--- src/include/camdc_regs.svh ---
// Register offsets, field positions, reset values and counts for the core datapath.
// Assumes a 4-bit register port address and 16-bit register data.
`ifndef CAMDC_REGS_SVH
`define CAMDC_REGS_SVH
`define CAMDC_ADDR_W 4
`define CAMDC_CORE_CONTROL_OFS 4'h0
`define CAMDC_CPU_FLAGS_OFS 4'h1
`define CAMDC_CORE_CONTROL_RST 16'h0000
`define CAMDC_CORE_CONTROL_WMASK 16'h10f7
`define CAMDC_FLAGS_RST 5'h00
`define CAMDC_BIT_INT_MODE 0
`define CAMDC_BIT_ROUND 1
`define CAMDC_BIT_PROG_WIN 2
`define CAMDC_BIT_PRIO_MSB 3
`define CAMDC_BIT_ACC_SAT_MODE 4
`define CAMDC_BIT_STORE_SAT 5
`define CAMDC_BIT_SAT_B 6
`define CAMDC_BIT_SAT_A 7
`define CAMDC_NEST_LSB 8
`define CAMDC_NEST_MSB 10
`define CAMDC_BIT_EARLY_EXIT 11
`define CAMDC_BIT_MUL_SIGN 12
`define CAMDC_PRIO_LOW_MAX 4'h7
`define CAMDC_DIV_CYCLES 5'h10
`endif

--- src/include/camdc_pkg.sv ---
// Types shared by the core datapath and whatever drives it.
// Assumes the decode stage builds requests in these layouts.
package camdc_pkg;
    typedef enum logic [3:0] {
        ALU_ADD = 4'h0, ALU_ADDC = 4'h1, ALU_SUB = 4'h2, ALU_SUBB = 4'h3,
        ALU_AND = 4'h4, ALU_IOR = 4'h5, ALU_XOR = 4'h6, ALU_SHL = 4'h7,
        ALU_LSR = 4'h8, ALU_ASR = 4'h9
    } camdc_alu_op_t;
    typedef enum logic [2:0] {
        MUL_SS = 3'h0, MUL_UU = 3'h1, MUL_US = 3'h2,
        MUL_SLIT = 3'h3, MUL_ULIT = 3'h4, MUL_BYTE = 3'h5
    } camdc_mul_mode_t;
    typedef enum logic {DIV_IDLE = 1'b0, DIV_RUN = 1'b1} camdc_div_state_t;
    typedef struct packed {
        logic dc;
        logic n;
        logic ov;
        logic z;
        logic c;
    } camdc_flags_t;
    typedef struct packed {
        camdc_alu_op_t op;
        logic byte_mode;
        logic dst_mem;
        logic [15:0] a;
        logic [15:0] b;
    } camdc_alu_req_t;
    typedef struct packed {
        camdc_mul_mode_t mode;
        logic [15:0] a;
        logic [15:0] b;
    } camdc_mul_req_t;
    typedef struct packed {
        logic is_signed;
        logic is_long;
        logic [31:0] dividend;
        logic [15:0] divisor;
    } camdc_div_req_t;
endpackage

--- src/logic/camdc_core.sv ---
// Integer datapath of the core: ALU with flags, MCU multiply, iterative divider,
// and the core control register. Assumes decode fetches operands and writes back.
// Function
// [RQ1] 16-bit ALU: add, subtract, shift, logic
// [RQ2] Arithmetic is two's complement
// [RQ3] ALU updates carry, zero, negative, overflow, digit-carry
// [RQ4] Subtract: carry and digit-carry mean no-borrow
// [RQ5] Byte or word width per instruction
// [RQ6] Operands from registers or memory, results back
// [RQ7] Multiply on shared 17x17 signed multiplier
// [RQ8] Signed, unsigned, mixed, literal and byte multiplies
// [RQ9] Signed/unsigned 32/16 and 16/16 divide
// [RQ10] Quotient to register zero, remainder to one
// [RQ11] Divisor any register, dividend aligned register pair
// [RQ12] One cycle per divisor bit, same length
// [RQ13] Early loop exit: write one pulses, reads zero
// [RQ14] Read-only three-bit loop nesting level
// [RQ15] Separate saturation enables for accumulators A, B
// [RQ16] Read-only priority level top bit, set above seven
// [RQ17] Program window enable bit maps program space
// [RQ18] Rounding select: biased when set, convergent clear
// [RQ19] Integer or fractional DSP multiply select
// [RQ20] Signed or unsigned DSP multiply select
// [RQ21] Top three control bits read zero
`timescale 1ns/1ps
`include "camdc_regs.svh"
module camdc_core
    import camdc_pkg::*;
#(
    parameter int DATA_W = 16
) (
    // Clock and reset
    input wire logic clk,
    input wire logic srst,
    // Register port
    input wire logic [`CAMDC_ADDR_W-1:0] reg_addr,
    input wire logic [15:0] reg_wdata,
    input wire logic reg_wr,
    input wire logic reg_rd,
    output logic [15:0] reg_rdata,
    // ALU request and result
    input wire logic alu_valid,
    input wire camdc_alu_req_t alu_req,
    output logic alu_res_valid,
    output logic [15:0] alu_result,
    output logic alu_res_dst_mem,
    output camdc_flags_t flags_out,
    // Multiply request and result
    input wire logic mul_valid,
    input wire camdc_mul_req_t mul_req,
    output logic mul_res_valid,
    output logic [31:0] mul_result,
    // Divide request and result
    input wire logic div_valid,
    input wire camdc_div_req_t div_req,
    output logic div_busy,
    output logic div_done,
    output logic div_error,
    output logic [15:0] quotient_reg,
    output logic [15:0] remainder_reg,
    // Status from loop and interrupt logic
    input wire logic [2:0] loop_nest_level,
    input wire logic [3:0] cpu_prio_level,
    // Control to DSP engine, loop unit and address map
    output logic loop_early_exit,
    output logic mul_sign_select,
    output logic dsp_int_mode,
    output logic acc_a_sat_en,
    output logic acc_b_sat_en,
    output logic dsp_store_sat_en,
    output logic acc_sat_mode,
    output logic prog_window_en,
    output logic round_select
);
    // The datapath is written for a 16-bit word only; refused at elaboration
    if (DATA_W != 16) begin : g_bad_data_w
        $error("camdc_core supports DATA_W of 16 only");
    end

    // Conditional two's complement negate, shared by the divider stages
    function automatic logic [15:0] neg16(input logic n, input logic [15:0] v);
        neg16 = n ? 16'(~v + 16'h0001) : v;
    endfunction
    function automatic logic [31:0] neg32(input logic n, input logic [31:0] v);
        neg32 = n ? 32'(~v + 32'h00000001) : v;
    endfunction

    logic [15:0] ctrl_reg;
    camdc_flags_t flags_reg;
    logic ctrl_hit;
    assign ctrl_hit = reg_addr == `CAMDC_CORE_CONTROL_OFS;

    // Core control register; read-only and unused bits never store
    always_ff @(posedge clk) begin
        if (srst) begin
            ctrl_reg <= `CAMDC_CORE_CONTROL_RST;
        end else if (reg_wr && ctrl_hit) begin
            ctrl_reg <= reg_wdata & `CAMDC_CORE_CONTROL_WMASK; // RQ21
        end
    end
    assign mul_sign_select = ctrl_reg[`CAMDC_BIT_MUL_SIGN]; // RQ20
    assign dsp_int_mode = ctrl_reg[`CAMDC_BIT_INT_MODE]; // RQ19
    assign acc_a_sat_en = ctrl_reg[`CAMDC_BIT_SAT_A]; // RQ15
    assign acc_b_sat_en = ctrl_reg[`CAMDC_BIT_SAT_B]; // RQ15
    assign dsp_store_sat_en = ctrl_reg[`CAMDC_BIT_STORE_SAT];
    assign acc_sat_mode = ctrl_reg[`CAMDC_BIT_ACC_SAT_MODE];
    assign prog_window_en = ctrl_reg[`CAMDC_BIT_PROG_WIN]; // RQ17
    assign round_select = ctrl_reg[`CAMDC_BIT_ROUND]; // RQ18

    // Early exit is a strobe, not storage, so it can never read back
    always_ff @(posedge clk) begin
        if (srst) begin
            loop_early_exit <= 1'b0;
        end else begin
            loop_early_exit <= reg_wr && ctrl_hit && reg_wdata[`CAMDC_BIT_EARLY_EXIT]; // RQ13
        end
    end

    // Read data: live status merged in, unmapped offsets read zero
    always_ff @(posedge clk) begin
        if (srst) begin
            reg_rdata <= 16'h0000;
        end else if (reg_rd && ctrl_hit) begin
            reg_rdata <= ctrl_reg; // RQ21
            reg_rdata[`CAMDC_NEST_MSB:`CAMDC_NEST_LSB] <= loop_nest_level; // RQ14
            reg_rdata[`CAMDC_BIT_PRIO_MSB] <= cpu_prio_level > `CAMDC_PRIO_LOW_MAX; // RQ16
        end else if (reg_rd && reg_addr == `CAMDC_CPU_FLAGS_OFS) begin
            reg_rdata <= {11'h000, flags_reg};
        end else begin
            reg_rdata <= 16'h0000;
        end
    end

    // ALU combinational core
    logic [15:0] bx;
    logic cin;
    logic [16:0] sum;
    logic [4:0] nib;
    logic [8:0] lob;
    logic [15:0] res;
    logic msb_a;
    logic msb_b;
    logic msb_r;
    camdc_flags_t fl;
    always_comb begin
        bx = alu_req.b;
        cin = 1'b0;
        // Subtract adds the complement; carry out is then no-borrow
        case (alu_req.op)
            ALU_ADDC: cin = flags_reg.c;
            ALU_SUB: begin
                bx = ~alu_req.b; // RQ4
                cin = 1'b1;
            end
            ALU_SUBB: begin
                bx = ~alu_req.b; // RQ4
                cin = flags_reg.c;
            end
            default: cin = 1'b0;
        endcase
        sum = {1'b0, alu_req.a} + {1'b0, bx} + {16'h0000, cin}; // RQ1 RQ2
        nib = {1'b0, alu_req.a[3:0]} + {1'b0, bx[3:0]} + {4'h0, cin};
        lob = {1'b0, alu_req.a[7:0]} + {1'b0, bx[7:0]} + {8'h00, cin};
        case (alu_req.op)
            ALU_AND: res = alu_req.a & alu_req.b; // RQ1
            ALU_IOR: res = alu_req.a | alu_req.b;
            ALU_XOR: res = alu_req.a ^ alu_req.b;
            ALU_SHL: res = {alu_req.a[14:0], 1'b0};
            ALU_LSR: res = alu_req.byte_mode ? {alu_req.a[15:8], 1'b0, alu_req.a[7:1]}
                                              : {1'b0, alu_req.a[15:1]};
            ALU_ASR: res = alu_req.byte_mode ? {alu_req.a[15:8], alu_req.a[7], alu_req.a[7:1]}
                                              : {alu_req.a[15], alu_req.a[15:1]};
            default: res = sum[15:0];
        endcase
        // Byte operations leave the upper byte of the destination alone
        if (alu_req.byte_mode) begin
            res[15:8] = alu_req.a[15:8]; // RQ5
        end
        msb_a = alu_req.byte_mode ? alu_req.a[7] : alu_req.a[15];
        msb_b = alu_req.byte_mode ? bx[7] : bx[15];
        msb_r = alu_req.byte_mode ? res[7] : res[15];
        fl = flags_reg;
        fl.z = alu_req.byte_mode ? (res[7:0] == 8'h00) : (res == 16'h0000); // RQ3
        fl.n = msb_r;
        case (alu_req.op)
            ALU_ADD, ALU_ADDC, ALU_SUB, ALU_SUBB: begin
                fl.c = alu_req.byte_mode ? lob[8] : sum[16]; // RQ3 RQ4
                fl.dc = nib[4];
                fl.ov = (msb_a == msb_b) && (msb_r != msb_a);
            end
            ALU_SHL: fl.c = msb_a;
            ALU_LSR, ALU_ASR: fl.c = alu_req.a[0];
            default: fl.c = flags_reg.c;
        endcase
    end

    // Flag register and result stage
    always_ff @(posedge clk) begin
        if (srst) begin
            flags_reg <= `CAMDC_FLAGS_RST;
        end else if (alu_valid) begin
            flags_reg <= fl; // RQ3
        end
    end
    assign flags_out = flags_reg;
    always_ff @(posedge clk) begin
        if (srst) begin
            alu_res_valid <= 1'b0;
            alu_result <= 16'h0000;
            alu_res_dst_mem <= 1'b0;
        end else begin
            alu_res_valid <= alu_valid;
            if (alu_valid) begin
                alu_result <= res;
                alu_res_dst_mem <= alu_req.dst_mem; // RQ6
            end
        end
    end

    // Multiply: each operand extended to 17 bits, then one signed product
    logic [16:0] mx;
    logic [16:0] my;
    logic signed [33:0] prod;
    always_comb begin
        mx = {1'b0, mul_req.a};
        my = {1'b0, mul_req.b};
        case (mul_req.mode)
            MUL_SS: begin
                mx = {mul_req.a[15], mul_req.a}; // RQ8
                my = {mul_req.b[15], mul_req.b};
            end
            MUL_US: my = {mul_req.b[15], mul_req.b};
            MUL_SLIT: begin
                mx = {mul_req.a[15], mul_req.a};
                my = {12'h000, mul_req.b[4:0]};
            end
            MUL_ULIT: my = {12'h000, mul_req.b[4:0]};
            MUL_BYTE: begin
                mx = {9'h000, mul_req.a[7:0]};
                my = {9'h000, mul_req.b[7:0]};
            end
            default: mx = {1'b0, mul_req.a};
        endcase
        prod = $signed(mx) * $signed(my); // RQ7
    end
    always_ff @(posedge clk) begin
        if (srst) begin
            mul_res_valid <= 1'b0;
            mul_result <= 32'h00000000;
        end else begin
            mul_res_valid <= mul_valid;
            if (mul_valid) begin
                mul_result <= prod[31:0];
            end
        end
    end

    // Divider set-up: magnitudes, result signs and overflow check
    camdc_div_state_t div_state;
    logic [4:0] div_cnt;
    logic [15:0] dv_rem;
    logic [15:0] dv_sh;
    logic [15:0] dv_dvs;
    logic dv_neg_q;
    logic dv_neg_r;
    logic dv_err;
    logic dvd_sign;
    logic [31:0] dvd_full;
    logic [31:0] dvd_mag;
    logic [15:0] dvs_mag;
    logic [16:0] trial;
    logic ge;
    always_comb begin
        dvd_sign = div_req.is_long ? div_req.dividend[31] : div_req.dividend[15];
        dvd_full = div_req.is_long ? div_req.dividend // RQ11
                 : {{16{div_req.is_signed & div_req.dividend[15]}}, div_req.dividend[15:0]};
        dvd_mag = neg32(div_req.is_signed & dvd_sign, dvd_full); // RQ9
        dvs_mag = neg16(div_req.is_signed & div_req.divisor[15], div_req.divisor);
        trial = {dv_rem, dv_sh[15]};
        ge = trial >= {1'b0, dv_dvs};
    end
    assign div_busy = div_state == DIV_RUN;

    // Restoring divide, one quotient bit per cycle
    always_ff @(posedge clk) begin
        if (srst) begin
            div_state <= DIV_IDLE;
            div_cnt <= 5'h00;
            dv_rem <= 16'h0000;
            dv_sh <= 16'h0000;
            dv_dvs <= 16'h0000;
            dv_neg_q <= 1'b0;
            dv_neg_r <= 1'b0;
            dv_err <= 1'b0;
        end else begin
            case (div_state)
                DIV_IDLE: begin
                    // A request during a divide is not taken
                    if (div_valid) begin
                        div_state <= DIV_RUN;
                        div_cnt <= 5'h00;
                        dv_rem <= dvd_mag[31:16];
                        dv_sh <= dvd_mag[15:0];
                        dv_dvs <= dvs_mag;
                        dv_neg_q <= div_req.is_signed & (dvd_sign ^ div_req.divisor[15]);
                        dv_neg_r <= div_req.is_signed & dvd_sign;
                        dv_err <= dvd_mag[31:16] >= dvs_mag;
                    end
                end
                DIV_RUN: begin
                    dv_rem <= ge ? 16'(trial - {1'b0, dv_dvs}) : trial[15:0];
                    dv_sh <= {dv_sh[14:0], ge};
                    div_cnt <= 5'(div_cnt + 5'h01);
                    if (div_cnt == `CAMDC_DIV_CYCLES - 5'h01) begin
                        div_state <= DIV_IDLE; // RQ12
                    end
                end
                default: div_state <= DIV_IDLE;
            endcase
        end
    end

    // Results land in the quotient and remainder registers together
    always_ff @(posedge clk) begin
        if (srst) begin
            div_done <= 1'b0;
            div_error <= 1'b0;
            quotient_reg <= 16'h0000;
            remainder_reg <= 16'h0000;
        end else begin
            div_done <= 1'b0;
            if (div_busy && div_cnt == `CAMDC_DIV_CYCLES - 5'h01) begin
                div_done <= 1'b1;
                div_error <= dv_err;
                quotient_reg <= neg16(dv_neg_q, {dv_sh[14:0], ge}); // RQ10
                remainder_reg <= neg16(dv_neg_r,
                    ge ? 16'(trial - {1'b0, dv_dvs}) : trial[15:0]); // RQ10
            end
        end
    end
endmodule // camdc_core

--- config.mk ---
export PLATFORM = sky130hd
export DESIGN_NAME = camdc_core
export DESIGN_NICKNAME = d
export VERILOG_FILES = /design/src/include/camdc_pkg.sv /design/src/logic/camdc_core.sv
export VERILOG_INCLUDE_DIRS = /design/src /design/src/include
export SDC_FILE = /design/constraint.sdc
export NUM_CORES = 1
export LEC_CHECK = 0
export BUFFER_PORTS_ARGS = -buffer_cell sky130_fd_sc_hd__buf_2
export CAP_MARGIN = 20
export CORE_MARGIN = 2
export CORE_UTILIZATION = 50
export CTS_CLUSTER_DIAMETER = 50
export DETAILED_ROUTE_END_ITERATION = 10
export GPL_ROUTABILITY_DRIVEN = 0
export HOLD_SLACK_MARGIN = 0.06
export PLACE_DENSITY = 0.7
export SETUP_SLACK_MARGIN = 0.3
export SYNTH_ARGS = -nofsm -noshare
export SYNTH_HDL_FRONTEND = slang
export SYNTH_SLANG_ARGS = --single-unit
--- constraint.sdc ---
create_clock -name clk -period 8.8 [get_ports clk]
set_clock_uncertainty 0.1 [all_clocks]
set_input_delay 0 -clock clk [delete_from_list [all_inputs] [get_ports clk]]
set_output_delay 0 -clock clk [all_outputs]
set_load 0.03 [all_outputs]
======== After elaboration in Yosys (flattened, before gate mapping) ========
Cells that the tools add are included.
storage, ports and cells
  memory bits (read-only) ................. 0
  bits in latches ......................... 0
  memories ................................ 0
  register bits after elaboration ......... 172
  input port bits ......................... 157
  output and inout bits ................... 116
  RAM bits ................................ 0
operators by class
  add/sub/neg operators ................... 12
  reductions and logical operators ........ 23
  mux-type cells .......................... 33
  eq/ne operators ......................... 18
  bitwise logic cells ..................... 14
  multipliers ............................. 1
  shift-type cells ........................ 0
  div/mod/pow operators ................... 0
  magnitude comparators ................... 3
operators by type and width
  operator                 number
  $mux W16                 8
  $pmux W16 S6             1
  $mux W32                 2
  $not A16 Y16             4
  $pmux W16 S2             2
  $pmux W17 S3             1
  $add A16 B1 Y16 const B  3
  $pmux W17 S2             1
  $add A32 B1 Y32 const B  1
  $mul A17 B17 Y32         1
  $not A32 Y32             1
  $add A16 B16 Y17         1
  $add A17 B1 Y17          1
  $ge A17 B16 Y1           1
  $and A16 B16 Y16         1
  $eq A4 B3 Y1 const B     4
  $ge A16 B16 Y1           1
  $logic_not A16 Y1        1
  $or A16 B16 Y16          1
  $sub A16 B16 Y16         1
  $xor A16 B16 Y16         1
  $mux W15                 1
  $reduce_or A2 Y1         7
  $mux W13                 1
  other kinds (31)         57

======== Depth between registers and ports, before layout ========
  depth after elaboration ................. 10
  depth in mapped cells ................... 29

======== Worst setup path after synthesis ========
OpenSTA, ideal clock, no wires.
  kind .................................... input-to-reg
  from .................................... input port mul_req[34] (netlist bit)
  to ...................................... register mul_result[31]
  stages .................................. 26
  path buffers ............................ 2
  arrival time ............................ 6.511 ns
  path slack .............................. 2.104 ns
  path through ............................ nor2b_1 > nand2_1 > clkbuf_1 > and2_0 > clkbuf_1 > nand2_1 > fa_1 > fa_1 > fa_1 > inv_1 > fa_1 > fa_1 > inv_1 > fa_1 > inv_1 > ha_1 > a211oi_1 > nor2_1 > o41ai_1 > o21a_1 > o22ai_1 > or4_1 > a311o_1 > o31a_1 > xnor2_1 > a211oi_1
on the way
  longest elaborated chain between the ends .. 4
  elaborated cells between the ends (all ways) .. 11
  those cells by class .................... mul (1); eq/ne (4); mux (2); reduce/logical (4)
ends and longest elaborated chain
  element                                              line               text
  start: declaration                                   camdc_core.sv:50   input wire camdc_mul_req_t mul_req,
  $eq A3 B3 Y1 (tied with other cells)                 camdc_core.sv:227  case (mul_req.mode)
  $reduce_or A2 Y1 (no line)                           -
  $pmux W17 S3 / $pmux W17 S2 (equally long branches)  camdc_core.sv:227
  $mul A17 B17 Y32 (*)                                 camdc_core.sv:244  prod = $signed(mx) * $signed(my);
  end signal: assignment                               camdc_core.sv:253  mul_result <= prod[31:0];
  end: declaration                                     camdc_core.sv:52   output logic [31:0] mul_result,
Mark *: on every way between the ends. The rest lies on a longest branch, timed or not.
A chain may end at the register's enable or synchronous reset.

======== Worst setup path after layout ========
Same ends and word-level chain as after synthesis.

==> impl_metrics.tcl <==
set metrics [dict create \
    cts_resized 0 \
    drc_errors 0 \
    maxSlewHeadroom 0.296 \
    setup_viol 0 \
    htree_levels 4 \
    syn_area_um2 22400 \
    pin_count 273 \
    grt_max_degree 66 \
    min_period_ps 7500 \
    worst_slack_ps 1300 \
    rsz0062_at_grt "false" \
    dp_cells 3438 \
    die-area_um2 46400 \
    min_path_type "in2reg" \
    maxCapViolations 0 \
    clk_path_buf_depth 2 \
    detail_route.iter0.violations 1520 \
    insertion_delay_ps 440 \
    seq_area_frac_synth 0.150 \
    syn_area_per_cell_um2 8.30 \
    start_kind "input port" \
    cts-root-buf "clkbuf_16" \
    tritoncts "built" \
    synth.distinct_cells 89 \
    yosys_warnings 0 \
    synth_edf_count 0 \
    seq_area_um2 3360 \
    crit_fanout 27 \
    fmaxAchievable_ghz 0.133 \
    fp-row-count 77 \
    first_global_vias 20000 \
    cts.sinks 168 \
    port_buffers 258 \
    drv_slew 0 \
    max-vdd-ir-drop_uv 350 \
    ys_async_sr_fraction 0 \
    required_ps 9060 \
    start_util 0.506 \
    route.vias.total 20000 \
    fillers 3934 \
    drive_above_1_share 0.120 \
    run_status "finished clean" \
    cts_hold_buffers 83 \
    grt_pass1_wl_mm 102 \
    drtAntennaViolNets 0 \
    synth-main-ff-cell "dfxtp_1" \
    gr-total-overflow 0 \
    drt-total-wl_mm 62.3 \
    cts_setup_buffers 0 \
    p_leak_uw 0.0125 \
    clkTransAtPathRegs_ps 70 \
    dr.pass1.iters 8 \
    end_kind "flop" \
    critPathKind "in2reg" \
    dp_slack_ps 956 \
    yosys.area.top_type_share 0.255 \
    final_common_cell "inv_1" \
    tns_ps 0 \
    via_per_inst 5.62 \
    period_share 0.852 \
    largest_reg_flops 32 \
    syn_to_final_growth_pct 13.9 \
    netlist_instances 2693 \
    worstMarginPinSlew_ps 1060 \
    synth.area.top_cells "fa_1 26%, dfxtp_1 15%, ha_1 9.3%" \
    max_flop_register "mul_result" \
    synth_top_area_cell "fa_1" \
    power.density_nw_per_um2 275 \
    multi_input_area_um2 17000 \
    power_uw 7010 \
    fp.coreArea_um2 44200 \
    grt_usage 0.271 \
    arrival_ps 7750 \
    layout_common_cells "416 x inv_1, 285 x fa_1, 267 x nand2_1, 263 x nor2_1, 257 x buf_2" \
    nets 3558 \
    hpwl_mm 49.3 \
    synth_seq_cells 168 \
    hold_viol 0 \
    antenna_found_initial 3 \
    wl_per_cell_um 17.5 \
    fin_cells 3558 \
    dieWidth_um 215 \
    cts_made_buffers 17 \
    die_h_um 215 \
]
==> where the power goes <==
part | switching (uW) | total, uW | internal [uW]
sequential | 60.2 | 912 | 852
clock | 366 | 752 | 387
combinational | 3090 | 5350 | 2260
==> final cells by class <==
cell class	instances	share of cell area
multi-input combinational	1988	0.666
clock inverter	14	0.00585
timing repair buffer	357	0.0881
sequential	168	0.132
tap	592	0.0291
antenna	4	0.000393
inverter	417	0.0616
clock buffer	18	0.0172
==> worst paths after layout <==
check | cells after the start | slack (ps) | startpoint | end
worst max-delay path | 26 | 1300 | mul_req[34] | mul_result[31]
worst min-delay path | 5 | 90 | alu_req[20] | alu_result[3]
worst max register to register | 15 | 3960 | flags_out[0] | flags_out[1]
worst min register to register | 2 | 350 | remainder_reg[15] | remainder_reg[15]
==> cells by family after synthesis <==
logic type	synth area share
other cells	0.000168
flops	0.150
xor+xnor	0.0529
mux	0.0378
fa+ha+maj	0.349
compound gates	0.135
buf+inv	0.0922
simple gates	0.183
==> cell usage after synthesis (65+ instances only) <==
library cell,number
a211oi_1,65
and2_1,65
a21oi_1,124
clkbuf_1,101
and3_1,81
o21ai_0,93
inv_1,416
fa_1,285
ha_1,167
dfxtp_1,168
xnor2_1,94
nor2_1,265
nand2_1,267
==> metrics by stage <==
step / util / hold slack, ps / instance area (um^2)
final: 0.576 / 88.5 / 25500
after global routing: 0.576 / 137 / 25500
after floorplan: - / 21.7 / 22400
after CTS: 0.576 / 66.7 / 25500
after detailed placement: 0.544 / 105 / 24000
after global placement: 0.544 / 102 / 24000
==> per-layer routing <==
metal	GRT usage	vias to the layer above	wire, um
met5	0	-	0
met4	0.0924	0	2170
met3	0.0499	166	4790
met2	0.450	850	29400
met1	0.356	9701	26000
li1	-	9295	-
==> critical path: stages <==
cell,delay [ps]
buf_2,130
nor2b_1,160
nor2_2,420
buf_4,350
and2_1,520
nand2_1,150
fa_1,510
inv_1,60
fa_1,550
fa_1,430
fa_1,460
fa_1,490
inv_1,50
fa_1,470
inv_1,40
ha_1,350
o21ai_0,190
nor2_1,80
o41ai_1,590
o21a_1,240
o22ai_1,120
or4_1,460
a311o_1,330
o31a_1,260
xnor2_1,120
a211oi_1,220
(Power assumes the default switching activity.)
